## src/rtl/blcfg_cfg.svh

```systemverilog
`ifndef BLCFG_CFG_SVH
`define BLCFG_CFG_SVH
`define BLCFG_ADDR_LO 7'h36
`define BLCFG_ADDR_HI 7'h37
`define BLCFG_REG_REV 8'h00
`define BLCFG_REG_SRST 8'h01
`define BLCFG_REG_EN 8'h10
`define BLCFG_REG_BRC 8'h11
`define BLCFG_REG_PWM 8'h12
`define BLCFG_REG_BST 8'h13
`define BLCFG_REG_AFH 8'h15
`define BLCFG_REG_AFL 8'h16
`define BLCFG_REG_BLSB 8'h18
`define BLCFG_REG_BMSB 8'h19
`define BLCFG_REG_FCTL 8'h1E
`define BLCFG_REG_FFLG 8'h1F
`define BLCFG_RST_EN 4'hF
`define BLCFG_RST_BRC 8'h60
`define BLCFG_RST_PWM 8'hF3
`define BLCFG_RST_BST 7'h6F
`define BLCFG_RST_AF 8'h00
`define BLCFG_RST_BLSB 3'h7
`define BLCFG_RST_BMSB 8'hFF
`define BLCFG_RST_FCTL 4'h7
`define BLCFG_FB_OVP 0
`define BLCFG_FB_OCP 1
`define BLCFG_FB_TSD 2
`define BLCFG_FB_SHORT 3
`define BLCFG_FB_OPEN 4
`endif

```

## src/rtl/blcfg_pkg.sv

```systemverilog
package blcfg_pkg;
  typedef enum logic [2:0] {
    BLCFG_IDLE, BLCFG_ADDR, BLCFG_REGIDX, BLCFG_WDATA, BLCFG_RDATA
  } blcfg_state_e;
  typedef logic [7:0] blcfg_byte_t;
endpackage

```

## src/rtl/blcfg_sync2.sv

```systemverilog
`timescale 1ns/1ps
module blcfg_sync2 #(
  parameter logic IDLE_LVL = 1'b1
) (
  input wire logic sys_clk,
  input wire logic sys_rst,
  input wire logic async_in,
  output logic sync_out
);
  logic meta_ff;
  logic hold_ff;
  always_ff @(posedge sys_clk) begin
    // reset to the pin's idle level, else a false event follows reset
    if (sys_rst) begin
      meta_ff <= IDLE_LVL;
      hold_ff <= IDLE_LVL;
    end else begin
      meta_ff <= async_in;
      hold_ff <= meta_ff;
    end
  end
  assign sync_out = hold_ff;
endmodule

```

## src/rtl/blcfg_top.sv

```systemverilog
`timescale 1ns/1ps
`include "blcfg_cfg.svh"
module blcfg_top
#(
  parameter logic [3:0] REV_CODE = 4'h1  // arbitrary value
) (
  input wire logic sys_clk,
  input wire logic sys_rst,
  input wire logic scl_in,
  input wire logic sda_in,
  output logic sda_out,
  output logic sda_oe_n,
  input wire logic address_select_pin,
  input wire logic overcurrent_limit,
  input wire logic thermal_shutdown,
  input wire logic thermal_cool,
  input wire logic overvoltage_limit,
  input wire logic string_open_evt,
  input wire logic string_short_evt,
  output logic device_active,
  output logic boost_switch_en,
  output logic [2:0] string_on,
  output logic [7:0] brightness_ctrl,
  output logic [7:0] pwm_ctrl,
  output logic [6:0] boost_cfg,
  output logic [7:0] autofreq_high,
  output logic [7:0] autofreq_low,
  output logic [10:0] brightness_code,
  output logic short_detect_en
);
  import blcfg_pkg::*;
  ////////////////////////////////////////////////////////////////////////
  logic scl_s;
  logic sda_s;
  logic ocl_s;
  logic tsd_s;
  logic cool_s;
  logic ovl_s;
  logic opn_s;
  logic sht_s;
  blcfg_sync2 u_scl (.sys_clk(sys_clk), .sys_rst(sys_rst),
    .async_in(scl_in), .sync_out(scl_s));
  blcfg_sync2 u_sda (.sys_clk(sys_clk), .sys_rst(sys_rst),
    .async_in(sda_in), .sync_out(sda_s));
  blcfg_sync2 #(.IDLE_LVL(1'b0)) u_ocl (.sys_clk(sys_clk), .sys_rst(sys_rst),
    .async_in(overcurrent_limit), .sync_out(ocl_s));
  blcfg_sync2 #(.IDLE_LVL(1'b0)) u_tsd (.sys_clk(sys_clk), .sys_rst(sys_rst),
    .async_in(thermal_shutdown), .sync_out(tsd_s));
  blcfg_sync2 #(.IDLE_LVL(1'b0)) u_cool (.sys_clk(sys_clk), .sys_rst(sys_rst),
    .async_in(thermal_cool), .sync_out(cool_s));
  blcfg_sync2 #(.IDLE_LVL(1'b0)) u_ovl (.sys_clk(sys_clk), .sys_rst(sys_rst),
    .async_in(overvoltage_limit), .sync_out(ovl_s));
  blcfg_sync2 #(.IDLE_LVL(1'b0)) u_opn (.sys_clk(sys_clk), .sys_rst(sys_rst),
    .async_in(string_open_evt), .sync_out(opn_s));
  blcfg_sync2 #(.IDLE_LVL(1'b0)) u_sht (.sys_clk(sys_clk), .sys_rst(sys_rst),
    .async_in(string_short_evt), .sync_out(sht_s));
  ////////////////////////////////////////////////////////////////////////
  logic scl_d_ff;
  logic sda_d_ff;
  logic address_select_pin_ff;
  logic address_select_pin_meta_ff;
  always_ff @(posedge sys_clk) begin
    if (sys_rst) begin
      scl_d_ff <= 1'b1;
      sda_d_ff <= 1'b1;
    end else begin
      scl_d_ff <= scl_s;
      sda_d_ff <= sda_s;
    end
  end
  // static strap, still synced: it is a pin like any other
  always_ff @(posedge sys_clk) begin
    if (sys_rst) begin
      address_select_pin_meta_ff <= 1'b0;
      address_select_pin_ff <= 1'b0;
    end else begin
      address_select_pin_meta_ff <= address_select_pin;
      address_select_pin_ff <= address_select_pin_meta_ff;
    end
  end
  wire scl_rise = scl_s && !scl_d_ff;
  wire scl_fall = !scl_s && scl_d_ff;
  wire start_cond = scl_s && scl_d_ff && sda_d_ff && !sda_s;
  wire stop_cond = scl_s && scl_d_ff && !sda_d_ff && sda_s;
  wire [6:0] my_addr = address_select_pin_ff ? `BLCFG_ADDR_HI : `BLCFG_ADDR_LO;
  ////////////////////////////////////////////////////////////////////////
  blcfg_state_e state_ff;
  blcfg_state_e nxt_state;
  logic busy_ff;
  logic [3:0] bit_cnt_ff;
  logic [7:0] shift_ff;
  logic [7:0] index_ff;
  logic ack_phase_ff;
  logic ack_ok_ff;
  logic sda_drv_ff;
  logic rnw_ff;
  logic [7:0] tx_ff;
  logic master_nak_ff;
  wire [7:0] rx_byte = {shift_ff[6:0], sda_s};
  wire byte_done = scl_rise && (bit_cnt_ff == 4'd7) && !ack_phase_ff;
  wire addr_hit = rx_byte[7:1] == my_addr;
  wire wr_strobe = byte_done && state_ff == BLCFG_WDATA;
  wire flag_read = scl_rise && ack_phase_ff && state_ff == BLCFG_RDATA
    && rnw_ff && index_ff == `BLCFG_REG_FFLG;
  logic [7:0] rd_data;
  always_comb begin
    nxt_state = state_ff;
    case (state_ff)
      BLCFG_IDLE: nxt_state = BLCFG_IDLE;
      BLCFG_ADDR: begin
        if (byte_done) begin
          if (!addr_hit) begin
            nxt_state = BLCFG_IDLE;
          end else if (rx_byte[0]) begin
            nxt_state = BLCFG_RDATA;
          end else begin
            nxt_state = BLCFG_REGIDX;
          end
        end
      end
      BLCFG_REGIDX: if (byte_done) nxt_state = BLCFG_WDATA;
      BLCFG_WDATA: nxt_state = BLCFG_WDATA;
      BLCFG_RDATA: begin
        if (master_nak_ff) nxt_state = BLCFG_IDLE;
      end
      default: nxt_state = BLCFG_IDLE;
    endcase
    if (start_cond) nxt_state = BLCFG_ADDR;
    if (stop_cond) nxt_state = BLCFG_IDLE;
  end
  always_ff @(posedge sys_clk) begin
    if (sys_rst) begin
      state_ff <= BLCFG_IDLE;
      busy_ff <= 1'b0;
    end else begin
      state_ff <= nxt_state;
      if (start_cond) busy_ff <= 1'b1;
      else if (stop_cond) busy_ff <= 1'b0;
    end
  end
  // bit counter and shifter, msb first
  always_ff @(posedge sys_clk) begin
    if (sys_rst || start_cond) begin
      bit_cnt_ff <= 4'd0;
      shift_ff <= 8'h00;
      ack_phase_ff <= 1'b0;
      master_nak_ff <= 1'b0;
    end else if (scl_rise && state_ff != BLCFG_IDLE) begin
      if (ack_phase_ff) begin
        ack_phase_ff <= 1'b0;
        bit_cnt_ff <= 4'd0;
        master_nak_ff <= (state_ff == BLCFG_RDATA) && sda_s;
      end else begin
        shift_ff <= rx_byte;
        if (bit_cnt_ff == 4'd7) ack_phase_ff <= 1'b1;
        else bit_cnt_ff <= bit_cnt_ff + 4'd1;
      end
    end
  end
  always_ff @(posedge sys_clk) begin
    if (sys_rst) begin
      index_ff <= 8'h00;
      ack_ok_ff <= 1'b0;
    end else if (byte_done) begin
      ack_ok_ff <= (state_ff != BLCFG_ADDR) || addr_hit;
      if (state_ff == BLCFG_REGIDX) index_ff <= rx_byte;
    end
  end
  // sda only changes on scl low to keep start/stop clean
  always_ff @(posedge sys_clk) begin
    if (sys_rst || stop_cond || start_cond) begin
      sda_drv_ff <= 1'b0;
      tx_ff <= 8'h00;
      rnw_ff <= 1'b0;
    end else if (scl_fall) begin
      if (ack_phase_ff && ack_ok_ff && !rnw_ff) begin
        sda_drv_ff <= 1'b1;
      end else if (!ack_phase_ff && state_ff == BLCFG_RDATA
          && !rnw_ff) begin
        rnw_ff <= 1'b1;
        sda_drv_ff <= !rd_data[7];
        tx_ff <= {rd_data[6:0], 1'b0};
      end else if (rnw_ff && state_ff == BLCFG_RDATA && !ack_phase_ff
          && !master_nak_ff) begin
        sda_drv_ff <= !tx_ff[7];
        tx_ff <= {tx_ff[6:0], 1'b0};
      end else begin
        sda_drv_ff <= 1'b0;
      end
    end
  end
  assign sda_out = 1'b0;
  assign sda_oe_n = !sda_drv_ff;
  ////////////////////////////////////////////////////////////////////////
  logic [3:0] en_ff;
  logic [7:0] brc_ff;
  logic [7:0] pwm_ff;
  logic [6:0] bst_ff;
  logic [7:0] afh_ff;
  logic [7:0] afl_ff;
  logic [2:0] blsb_ff;
  logic [7:0] bmsb_ff;
  logic [3:0] fctl_ff;
  logic [4:0] flags_ff;
  logic srst_ff;
  logic latch_ff;
  logic boost_hold_ff;
  wire sw_rst = srst_ff;
  wire wr_en = wr_strobe && index_ff == `BLCFG_REG_EN;
  wire ocp_sd = !fctl_ff[`BLCFG_FB_OCP] && flags_ff[`BLCFG_FB_OCP];
  wire tsd_sd = !fctl_ff[`BLCFG_FB_TSD] && flags_ff[`BLCFG_FB_TSD];
  wire ovp_sd = !fctl_ff[`BLCFG_FB_OVP] && flags_ff[`BLCFG_FB_OVP];
  wire [4:0] flag_set = {opn_s, sht_s && fctl_ff[3], tsd_s, ocl_s, ovl_s};
  wire sd_evt = |(~fctl_ff[2:0] & {tsd_s, ocl_s, ovl_s});
  always_ff @(posedge sys_clk) begin
    if (sys_rst) begin
      srst_ff <= 1'b0;
    end else begin
      srst_ff <= wr_strobe && index_ff == `BLCFG_REG_SRST
        && rx_byte[0];
    end
  end
  always_ff @(posedge sys_clk) begin
    if (sys_rst || sw_rst) begin
      en_ff <= `BLCFG_RST_EN;
      brc_ff <= `BLCFG_RST_BRC;
      pwm_ff <= `BLCFG_RST_PWM;
      bst_ff <= `BLCFG_RST_BST;
      afh_ff <= `BLCFG_RST_AF;
      afl_ff <= `BLCFG_RST_AF;
      blsb_ff <= `BLCFG_RST_BLSB;
      bmsb_ff <= `BLCFG_RST_BMSB;
      fctl_ff <= `BLCFG_RST_FCTL;
    end else if (wr_strobe) begin
      case (index_ff)
        `BLCFG_REG_EN: begin
          // re-enable refused while a latched shutdown waits
          en_ff[3:1] <= rx_byte[3:1];
          en_ff[0] <= rx_byte[0] && !latch_ff;
        end
        `BLCFG_REG_BRC: brc_ff <= {rx_byte[7:1], 1'b0};
        `BLCFG_REG_PWM: pwm_ff <= rx_byte;
        `BLCFG_REG_BST: bst_ff <= rx_byte[6:0];
        `BLCFG_REG_AFH: afh_ff <= rx_byte;
        `BLCFG_REG_AFL: afl_ff <= rx_byte;
        `BLCFG_REG_BLSB: blsb_ff <= rx_byte[2:0];
        `BLCFG_REG_BMSB: bmsb_ff <= rx_byte;
        `BLCFG_REG_FCTL: fctl_ff <= rx_byte[3:0];
        default: en_ff <= en_ff;
      endcase
    end else if (ocp_sd || tsd_sd || ovp_sd) begin
      en_ff[0] <= 1'b0;
    end
  end
  // set wins over the read-clear
  always_ff @(posedge sys_clk) begin
    if (sys_rst || sw_rst) begin
      flags_ff <= 5'h00;
      latch_ff <= 1'b0;
      boost_hold_ff <= 1'b0;
    end else begin
      flags_ff <= (flag_read ? 5'h00 : flags_ff) | flag_set;
      if (sd_evt) latch_ff <= 1'b1;
      else if (flag_read) latch_ff <= 1'b0;
      else if (ocp_sd || tsd_sd || ovp_sd) latch_ff <= 1'b1;
      if (tsd_s) boost_hold_ff <= 1'b1;
      else if (cool_s) boost_hold_ff <= 1'b0;
    end
  end
  assign rd_data =
    (index_ff == `BLCFG_REG_REV) ? {4'h0, REV_CODE} :
    (index_ff == `BLCFG_REG_EN) ? {4'h0, en_ff} :
    (index_ff == `BLCFG_REG_BRC) ? brc_ff :
    (index_ff == `BLCFG_REG_PWM) ? pwm_ff :
    (index_ff == `BLCFG_REG_BST) ? {1'b0, bst_ff} :
    (index_ff == `BLCFG_REG_AFH) ? afh_ff :
    (index_ff == `BLCFG_REG_AFL) ? afl_ff :
    (index_ff == `BLCFG_REG_BLSB) ? {5'h00, blsb_ff} :
    (index_ff == `BLCFG_REG_BMSB) ? bmsb_ff :
    (index_ff == `BLCFG_REG_FCTL) ? {4'h0, fctl_ff} :
    (index_ff == `BLCFG_REG_FFLG) ? {3'h0, flags_ff} : 8'h00;
  assign device_active = en_ff[0];
  assign boost_switch_en = en_ff[0] && !boost_hold_ff;
  assign string_on = en_ff[3:1];
  assign brightness_ctrl = brc_ff;
  assign pwm_ctrl = pwm_ff;
  assign boost_cfg = bst_ff;
  assign autofreq_high = afh_ff;
  assign autofreq_low = afl_ff;
  assign brightness_code = {bmsb_ff, blsb_ff};
  assign short_detect_en = fctl_ff[3];
  ////////////////////////////////////////////////////////////////////////
  property p_ocp_shut;
    @(posedge sys_clk) disable iff (sys_rst)
    (ocp_sd && !wr_strobe && !sw_rst) |=> !en_ff[0];
  endproperty
  a_ocp_shut: assert property (p_ocp_shut)
    else $error("overcurrent shutdown missed");
  property p_latch_block;
    @(posedge sys_clk) disable iff (sys_rst)
    (latch_ff && wr_en && !sw_rst) |=> !en_ff[0];
  endproperty
  a_latch_block: assert property (p_latch_block)
    else $error("re-enable accepted before flag read");
  property p_tsd_boost;
    @(posedge sys_clk) disable iff (sys_rst)
    (tsd_s && !sw_rst) |=> !boost_switch_en;
  endproperty
  a_tsd_boost: assert property (p_tsd_boost)
    else $error("boost kept switching in overtemp");
  property p_busy;
    @(posedge sys_clk) disable iff (sys_rst)
    start_cond |=> busy_ff;
  endproperty
  a_busy: assert property (p_busy)
    else $error("bus not busy after start");
  property p_srst_clear;
    @(posedge sys_clk) disable iff (sys_rst)
    srst_ff |=> !srst_ff;
  endproperty
  a_srst_clear: assert property (p_srst_clear)
    else $error("soft reset did not self-clear");
  property p_srst_defaults;
    @(posedge sys_clk) disable iff (sys_rst)
    srst_ff |=> (en_ff == `BLCFG_RST_EN) && (flags_ff == 5'h00);
  endproperty
  a_srst_defaults: assert property (p_srst_defaults)
    else $error("soft reset left state");
  property p_rsvd_zero;
    @(posedge sys_clk) disable iff (sys_rst)
    (index_ff == `BLCFG_REG_FFLG) |-> rd_data[7:5] == 3'h0;
  endproperty
  a_rsvd_zero: assert property (p_rsvd_zero)
    else $error("reserved bits read nonzero");
  property p_ack_stable;
    @(posedge sys_clk) disable iff (sys_rst)
    (scl_s && !scl_fall && !start_cond && !stop_cond) |=>
      $stable(sda_oe_n) || $fell(scl_s);
  endproperty
  a_ack_stable: assert property (p_ack_stable)
    else $error("sda changed with scl high");
endmodule

```

## config.mk

```make
export PLATFORM = sky130hd
export DESIGN_NAME = blcfg_top
export DESIGN_NICKNAME = d
export VERILOG_FILES = /design/src/rtl/blcfg_pkg.sv /design/src/rtl/blcfg_sync2.sv /design/src/rtl/blcfg_top.sv
export VERILOG_INCLUDE_DIRS = /design/src /design/src/rtl
export SDC_FILE = /design/constraint.sdc
export NUM_CORES = 1
export LEC_CHECK = 0
export BUFFER_PORTS_ARGS = -buffer_cell sky130_fd_sc_hd__buf_4
export CORE_MARGIN = 3
export CORE_UTILIZATION = 52
export DETAILED_ROUTE_END_ITERATION = 7
export GPL_ROUTABILITY_DRIVEN = 0
export PLACE_DENSITY = 0.76
export SYNTH_ARGS = -nofsm -noshare
export SYNTH_HDL_FRONTEND = slang
export SYNTH_HIERARCHICAL = 1
export SYNTH_SLANG_ARGS = --single-unit
```

## constraint.sdc

```tcl
create_clock -name sys_clk -period 2.5 [get_ports sys_clk]
set_clock_uncertainty 0.15 [all_clocks]
set_input_delay 0.5 -clock sys_clk [delete_from_list [all_inputs] [get_ports sys_clk]]
set_output_delay 0.5 -clock sys_clk [all_outputs]
set_load 0.01 [all_outputs]
```

==> results.yml, run 1 <==
critical_path:
  cpMaxStageDelayCell: "or4_4"
  max_stage_delay_ps: 560
  arrival_ps: 2570
  crit_buf_inv: 0
  critPathTopFamily: "simple AND/OR/NAND/NOR gates"
  critPathKind: "reg2reg"
  path_max_fanout: 7
  cp_cell_sequence: "or3b_2, or2_2, or4_4, a21oi_1, nor2_1"
  r2r_start: "state_ff[1]$_SDFFE_PP0P_"
  worst_setup_path_start_kind: "register"
  endpoint_kind: "register"
  setup.worst_path.start: "state_ff[1]$_SDFFE_PP0P_"
  critPathRequiredTime_ps: 2740
synthesis:
  synth_commonest_cells: "dfxtp_1 (119), mux2i_1 (65), nor2_1 (59)"
  post_synth.cell_area_avg_sq_um: 8.76
  synth_top_area_frac: 0.444
  yosysMostFrequentCell: "dfxtp_1"
  syn_area_sq_mm: 0.00537
  synth_edf_count: 0
  ys_async_sr_fraction: 0
  synth_warnings: 6
  ys_ff_latch: 119
  synthCells: 613
  ys_top_cells_by_area: "dfxtp_1 (44%), mux2i_1 (12%), nor2_1 (4.1%)"
  yosys_most_used_dff: "dfxtp_1"
  ys_seq_area_frac: 0.444
  synth_area_leader_cell: "dfxtp_1"
  yosysUniqueCellTypes: 63
detailed_routing:
  drt_iter0_markers: 451
  finalWirelength_um: 15400
  dr.pass1.iters: 8
  routedWlPerCell_um: 18.5
  ant_nets: 0
  viasPerCell: 6.01
  drc: 0
  num_vias: 5019
sta:
  tightest_slew_ps: 714
  hold_viol_final: 0
  slew_violations: 0
  setup_violations: 0
  rsz0062_at_grt: "false"
  period_minus_slack_ps: 2330
  fmax_ghz: 0.429
  setup_tns_ps: 0
  slew_headroom: 0.517
  period_share: 0.933
pwr:
  seqPwrFrac: 0.454
  pwr_density_cell_mw_per_mm2: 638
  ir_drop_uv: 588
  combPwrFrac: 0.033
  p_leak_nw: 2.68
  internal_power_w: 0.00325
  swShare: 0.237
  power.switching_w: 0.00101
  power_w: 0.00426
  clkPwrFrac: 0.513
clocking:
  cts_buffers: 17
  postCtsSetupRepairBufs: 0
  cts_buffer_depth: 2
  cts_max_level: 4
  clk_latency_ps: 520
  cts_num_sinks: 119
  cts_tree: "yes"
  clockRootBuffer: "clkbuf_8"
  path_clk_slew_ps: 60
run:
  drv_cap: 0
floorplanning:
  start_util: 0.542
  row_count: 36
  die-area_sq_mm: 0.0116
  top_level_ports: 69
  die_h_um: 108
  core_sq_mm: 0.00991
  die_w_um: 108
cells_and_area:
  final_core_util: 0.673
  fin_area_sq_mm: 0.00667
  seqCellArea_sq_mm: 0.00238
  fillCellCount: 817
  final_cells: 835
  multi_input_area_sq_mm: 0.00271
  layout.nets: 700
  drive_gt1_frac: 0.215
  syn_to_final_growth_pct: 24.2
place:
  placed_cells: 802
  io_buffers: 66
  place_area_sq_mm: 0.00612
  place_hpwl_um: 10800
global_routing:
  grt_max_degree: 33
  antenna_found_initial: 1
  grt_pass1_vias: 4669
  grt_overflow: 0
  grt.total_usage: 0.275
  grt_pass1_wl_um: 24900
hold_path:
  min_path_type: "in2reg"
  hold_start: "scl_in"
run_status:
  outcome: "completed"
-- timing repair --
item	in CTS	in global routing
gates resized for setup	0	3
hold buffers	0	0
endpoints found under the setup margin	0	4
-- path summary, 6_finish.rpt --
kind,slack (ps),end,cells past startpoint
hold reg to reg,250,u_sda/sync_out$_SDFF_PP1_,1
setup reg to reg,170,flags_ff[2]$_SDFF_PP0_,5
setup / recovery,170,flags_ff[2]$_SDFF_PP0_,5
hold / removal,10,u_scl/meta_ff$_SDFF_PP1_,2
-- cell families (layout without fill, tap and decap cells) --
| group | after synthesis | count (layout) | share of synthesized area |
|---|---|---|---|
| AO/OA/AOI/OAI | 125 | 125 | 0.147 |
| XOR/XNOR | 4 | 4 | 0.00652 |
| adder cells (fa/ha/maj) | 1 | 1 | 0.00233 |
| buffers and inverters | 69 | 156 | 0.0534 |
| flip-flops | 119 | 119 | 0.444 |
| multiplexers | 65 | 65 | 0.121 |
| other | 1 | 3 | 0.000698 |
| AND/OR/NAND/NOR | 229 | 229 | 0.225 |
-- registers in the layout, summed over array words and instances, names as in the netlist, 8 cells and up --
register,cells
autofreq_high,8
bmsb_ff,8
pwm_ctrl,8
autofreq_low,8
index_ff,8
-- worst reg2reg max path, cell delays in order, from the launching register on --
cell and delay, ps:
dfxtp_1 370, or3b_2 550, or2_2 320, or4_4 560, a21oi_1 200, nor2_1 60
-- power groups by stage --
stage	logic, W	clock network, W	registers, W
detailed placement	0.000136	0	0.00197
global route	0.000151	0.00229	0.00193
finish	0.000139	0.00219	0.00193
CTS	0.000137	0.00220	0.00193
floorplan	0.0000860	0	0.00197
global placement	0.000133	0	0.00197
-- cells in the final DEF (no fill, tap or decap), types with 3 or more instances in the layout --
cell,count
inv_1,21
and3_1,6
clkinvlp_4,7
a221oi_1,5
o21ai_0,34
nor4b_1,3
xor2_1,3
a31oi_1,9
or2_2,4
mux2i_1,65
and3b_1,4
clkbuf_16,16
nand3_1,18
and2_1,3
nand4_1,3
a211oi_1,6
o211ai_1,9
nor4_1,3
nor2_1,58
clkbuf_8,3
nand2_1,54
nand3b_1,3
nand2b_1,9
a21oi_1,34
or2_1,4
dfxtp_1,118
buf_4,102
inv_6,3
nor2b_1,23
nor3_1,15
o22ai_1,5
o32ai_1,3
-- per-layer routing --
metal  part of all wire  global-route usage  vias up
li1                   -                   -     2321
met1               0.42               0.368     2396
met2               0.46               0.432      260
met3              0.085              0.0582       42
met4              0.030               0.116        0
met5                  0                   0        -
-- layout make-up --
type | count | area share
clock buffer | 19 | 0.0662
inverter | 21 | 0.0118
tap | 133 | 0.0250
timing repair buffer | 103 | 0.118
multi-input combinational | 426 | 0.407
sequential | 119 | 0.357
antenna | 1 | 0.000375
clock inverter | 13 | 0.0146
-- stage by stage --
stage / hold slack [ps] / worst slack [ps]
after global placement: 239 / 195
after floorplan: 233 / 76.9
after CTS: 6.35 / 101
final: 11.2 / 166
after global routing: 13.0 / 40.6
after detailed placement: 237 / 115
No activity file was read; power rests on OpenSTA's default activity.
==> inputs of run 2 (changes only) <==
--- a/config.mk
+++ b/config.mk
@@ -7,11 +7,14 @@
 export NUM_CORES = 1
 export LEC_CHECK = 0
 export BUFFER_PORTS_ARGS = -buffer_cell sky130_fd_sc_hd__buf_4
+export CELL_PAD_IN_SITES_DETAIL_PLACEMENT = 0
+export CELL_PAD_IN_SITES_GLOBAL_PLACEMENT = 1
 export CORE_MARGIN = 3
-export CORE_UTILIZATION = 52
+export CORE_UTILIZATION = 39
+export CTS_CLUSTER_SIZE = 8
 export DETAILED_ROUTE_END_ITERATION = 7
 export GPL_ROUTABILITY_DRIVEN = 0
-export PLACE_DENSITY = 0.76
+export PLACE_DENSITY_LB_ADDON = 0.1
 export SYNTH_ARGS = -nofsm -noshare
 export SYNTH_HDL_FRONTEND = slang
 export SYNTH_HIERARCHICAL = 1
==> results.yml, run 2 (same netlist as run 1, synthesis figures left out) <==
critical_path:
  path_max_fanout: 7
  worst_setup_path_start_kind: "register"
  rr_worst_depth: 5
  endpoint_kind: "register"
  regToRegEndpoint: "flags_ff[0]$_SDFF_PP0_"
  arrival_ps: 2500
  r2r_start: "state_ff[1]$_SDFFE_PP0P_"
  setup.worst_path.start: "state_ff[1]$_SDFFE_PP0P_"
  r2r_slack_ps: 150
  critPathRequiredTime_ps: 2650
  critPathKind: "reg2reg"
  endpoint: "flags_ff[0]$_SDFF_PP0_"
detailed_routing:
  drt_iter0_markers: 319
  dr.pass1.iters: 5
  routedWlPerCell_um: 19.3
  ant_nets: 0
  drc: 0
  num_vias: 4799
  viasPerCell: 5.43
  finalWirelength_um: 17100
cells_and_area:
  final_cell_mix: "dfxtp_1 (119), buf_4 (109), mux2i_1 (65)"
  final_core_util: 0.508
  final_common_cell: "dfxtp_1"
  n_antenna_cell: 0
  syn_to_final_growth_pct: 26.3
  drive_gt1_frac: 0.222
  layout.nets: 707
sta:
  hold_viol_final: 0
  slew_headroom: 0.476
  period_share: 0.941
  holdWs_ps: 123
  setup_tns_ps: 0
  slew_violations: 0
  period_minus_slack_ps: 2350
  final.setup.worst_slack_ps: 147
  fmax_ghz: 0.425
  tightest_slew_ps: 776
  setup_violations: 0
  rsz0062_at_grt: "false"
clocking:
  cts_tree: "yes"
  cts_max_level: 4
  cts_buffer_depth: 2
  path_clk_slew_ps: 60
  postCtsHoldBufs: 0
  cts_buffers: 17
  clk_latency_ps: 420
  clockRootBuffer: "clkbuf_16"
  cts_num_sinks: 119
floorplanning:
  die_w_um: 123
  die_h_um: 123
  core_sq_mm: 0.0133
  top_level_ports: 69
  row_count: 42
  start_util: 0.402
  die-area_sq_mm: 0.0152
hold_path:
  hold_start: "scl_in"
  min_path_type: "in2reg"
global_routing:
  antenna_found_initial: 0
  grt_overflow: 0
  grt_pass1_vias: 4772
  grt_pass1_wl_um: 27000
  grt.total_usage: 0.237
  grt_max_degree: 36
pwr:
  p_leak_nw: 2.73
  power_w: 0.00431
  ir_drop_uv: 548
  pwr_density_cell_mw_per_mm2: 636
place:
  place_ws_ps: 114
  place_hpwl_um: 12300
  io_buffers: 66
run:
  drv_cap: 0
run_status:
  outcome: "completed"
run 2: cell types whose count changed in the layout (fill, tap and decap cells not counted), sizes merged:
| cell | change |
|---|---|
| buf | +7 |
| clkinv | +4 |
| clkinvlp | -4 |
| clkbuf | -2 |
| inv | +2 |
| diode | -1 |
run 2: worst min path at each step:
stage | endpoint | slack [ps] | cells past startpoint
global placement | u_sda/sync_out$_SDFF_PP1_ | 250 | 1
CTS | u_scl/meta_ff$_SDFF_PP1_ | 110 | 2
detailed placement | u_sda/sync_out$_SDFF_PP1_ | 240 | 1
floorplan | u_scl/sync_out$_SDFF_PP1_ | 230 | 1
global route | u_sda/meta_ff$_SDFF_PP1_ | 110 | 2
finish | u_scl/meta_ff$_SDFF_PP1_ | 120 | 2
run 2: area by class of cell:
cell class	instances	area (sq um)
clock buffer	17	425
clock inverter	15	120
fill	1312	6570
inverter	21	78.8
multi-input combinational	426	2720
sequential	119	2380
tap	176	220
timing repair buffer	110	838
run 2: critical path, stage by stage, from the launching register on:
cell	delay (ps)
dfxtp_1	360
or3b_2	500
or2_2	310
or4_1	660
a21oi_1	200
nor2_1	50
run 2: per-layer routing:
| metal | wire (um) | track usage | up-vias |
|---|---|---|---|
| li1 | - | - | 2332 |
| met1 | 7580 | 0.308 | 2297 |
| met2 | 8060 | 0.376 | 139 |
| met3 | 1000 | 0.0654 | 31 |
| met4 | 460 | 0.0865 | 0 |
| met5 | 0 | 0 | - |
run 2: power breakdown:
group          leakage, nW  switching (W)  internal (W)
Clock                0.261       0.000958       0.00128
Combinational         1.51      0.0000865     0.0000556
Sequential           0.965      0.0000129       0.00192
Total                 2.73        0.00106       0.00326
run 2: repair_timing:
item,4_1_cts,5_1_grt
setup buffers,0,0
endpoints found under the setup margin,0,4
resized for setup,0,2
run 2: metrics by stage:
step,area (sq um),instances
2_1_floorplan,5370,614
3_3_place_gp,6230,852
3_5_place_dp,6230,852
4_1_cts,6770,884
5_1_grt,6780,884
6_report,6780,884
==> inputs of run 3 (changes only) <==
==> constraint.sdc (replaced) <==
create_clock -name sys_clk -period 2.1 [get_ports sys_clk]
set_clock_uncertainty 0.15 [all_clocks]
set_input_delay 0.42 -clock sys_clk [delete_from_list [all_inputs] [get_ports sys_clk]]
set_output_delay 0.42 -clock sys_clk [all_outputs]
set_load 0.01 [all_outputs]
==> results.yml, run 3 (same netlist as run 1, synthesis figures left out) <==
run_status:
  outcome: "complete, but fails checks"
  violations: "negative setup slack"
detailed_routing:
  viasPerCell: 5.49
  ant_nets: 0
  met3_length_um: 876
  dr.pass1.iters: 5
  num_vias: 5042
  drc: 0
  finalWirelength_um: 17200
  drt-met1-wl_um: 8070
  routedWlPerCell_um: 18.8
  highest_layer: "met4"
  wl_met2_um: 8020
  drt_iter0_markers: 416
floorplanning:
  die-area_sq_mm: 0.0152
  row_count: 42
  die_w_um: 123
  start_util: 0.402
  top_level_ports: 69
  core_sq_mm: 0.0133
  die_h_um: 123
global_routing:
  grt_max_degree: 33
  grt.total_usage: 0.232
  antenna_found_initial: 0
  grt_pass1_vias: 4770
  grt_pass1_wl_um: 26400
  grt_overflow: 0
cells_and_area:
  syn_to_final_growth_pct: 38.2
  layout.nets: 743
  final_cell_mix: "buf_4 (132), dfxtp_1 (112), mux2i_1 (65)"
  final_common_cell: "buf_4"
  final_cells: 918
  drive_gt1_frac: 0.306
  n_antenna_cell: 0
  final_core_util: 0.556
pwr:
  swShare: 0.201
  seqPwrFrac: 0.413
  p_leak_nw: 3.03
  combPwrFrac: 0.032
  pwr_density_cell_mw_per_mm2: 751
  internal_power_w: 0.00445
  ir_drop_uv: 492
  power.switching_w: 0.00112
  clkPwrFrac: 0.555
clocking:
  cts_tree: "yes"
  cts_buffers: 17
  cts_buffer_depth: 2
  postCtsHoldBufs: 0
  clk_latency_ps: 410
  clockRootBuffer: "clkbuf_16"
  path_clk_slew_ps: 50
  cts_num_sinks: 119
  cts_max_level: 4
critical_path:
  arrival_ps: 2290
  critPathKind: "reg2reg"
  cpMaxStageDelayCell: "or4b_4"
  r2r_slack_ps: -70
  rr_worst_depth: 6
  regToRegEndpoint: "brightness_ctrl[7]$_SDFFE_PP0P_"
  r2r_start: "index_ff[6]$_SDFFE_PP0P_"
  path_max_fanout: 7
  critPathRequiredTime_ps: 2220
  endpoint_kind: "register"
  max_stage_delay_ps: 560
  cp_cell_sequence: "or4b_4, buf_8, nor4_4, buf_12, mux2i_1, nor2_1"
  worst_setup_path_start_kind: "register"
sta:
  period_minus_slack_ps: 2170
  period_share: 1.03
  slew_headroom: 0.499
  setup_violations: 31
  fmax_ghz: 0.460
  rsz0062_at_grt: "true"
  final.setup.worst_slack_ps: -72.4
  slew_violations: 0
  tightest_slew_ps: 748
  hold_viol_final: 0
place:
  placed_cells: 882
  io_buffers: 66
  place_hpwl_um: 12200
hold_path:
  holdPathEnd: "u_scl/meta_ff$_SDFF_PP1_"
  holdPathStages: 2
  hold_start: "scl_in"
  min_path_type: "in2reg"
run:
  drv_cap: 0
[run 3: cell types whose count changed in the layout (fill, tap and decap cells not counted), moves of 5 or more]
cell | previous run | this run
dfxtp_1 | 119 | 112
clkinv_4 | 5 | 0
buf_4 | 109 | 132
inv_6 | 5 | 0
nor2b_1 | 23 | 18
buf_6 | 0 | 8
dfxtp_2 | 0 | 7
[run 3: per-layer routing]
layer | up-vias | GRT usage
met5 | - | 0
met4 | 0 | 0.0720
met3 | 24 | 0.0471
met2 | 166 | 0.359
met1 | 2441 | 0.326
li1 | 2411 | -
[run 3: worst max-delay path, delay by kind of cell, from the launching register on]
| family | cells | cell delay (ps) |
|---|---|---|
| buf+inv | 2 | 340 |
| flops | 1 | 320 |
| mux | 1 | 190 |
| simple gates | 3 | 1020 |
[run 3: layout make-up]
class                   count  area, sq um
clock buffers              22          484
clock inverters             8          145
fillers                  1256         5930
inverters                  21         78.8
multi-input cells         426         2900
flip-flops and latches    119         2390
well taps                 176          220
repair buffers            146         1200
[run 3: per-stage QoR]
step	area, sq um	hold WS [ps]	power, W	setup TNS [ps]	setup slack (ps)
finish	7420	45.0	0.00557	-1240	-72.4
global route	7420	31.4	0.00573	-4160	-158
CTS	7270	33.0	0.00561	-849	-59.8
detailed placement	6540	245	0.00252	-2330	-123
global placement	6540	245	0.00252	-1820	-93.1
floorplan	5430	233	0.00245	-2460	-297
[run 3: worst max-delay path by stage]
| stage | startpoint | slack, ps | cells past startpoint | to |
|---|---|---|---|---|
| global route | bit_cnt_ff[0]$_SDFFE_PP0P_ | -160 | 9 | bmsb_ff[4]$_SDFFE_PP1P_ |
| floorplan | index_ff[4]$_SDFFE_PP0P_ | -300 | 8 | pwm_ctrl[0]$_SDFFE_PP1P_ |
| global placement | index_ff[5]$_SDFFE_PP0P_ | -90 | 5 | flags_ff[3]$_SDFF_PP0_ |
| finish | index_ff[6]$_SDFFE_PP0P_ | -70 | 6 | brightness_ctrl[7]$_SDFFE_PP0P_ |
| CTS | bit_cnt_ff[0]$_SDFFE_PP0P_ | -60 | 8 | brightness_ctrl[7]$_SDFFE_PP0P_ |
| detailed placement | index_ff[5]$_SDFFE_PP0P_ | -120 | 7 | tx_ff[3]$_SDFFE_PP0P_ |
[run 3: repair_timing]
item,in CTS,in global routing
gates resized for setup,13,36
setup buffers,5,1
endpoints found under the setup margin,46,74
endpoints found under the hold margin,0,0
pin swaps,5,17
[run 3: power groups by stage]
stage | combinational, W | clock, W | sequential, W
2_1_floorplan | 0.000106 | 0 | 0.00234
3_3_place_gp | 0.000174 | 0 | 0.00235
3_5_place_dp | 0.000177 | 0 | 0.00235
4_1_cts | 0.000178 | 0.00313 | 0.00230
5_1_grt | 0.000199 | 0.00323 | 0.00230
6_report | 0.000180 | 0.00309 | 0.00230
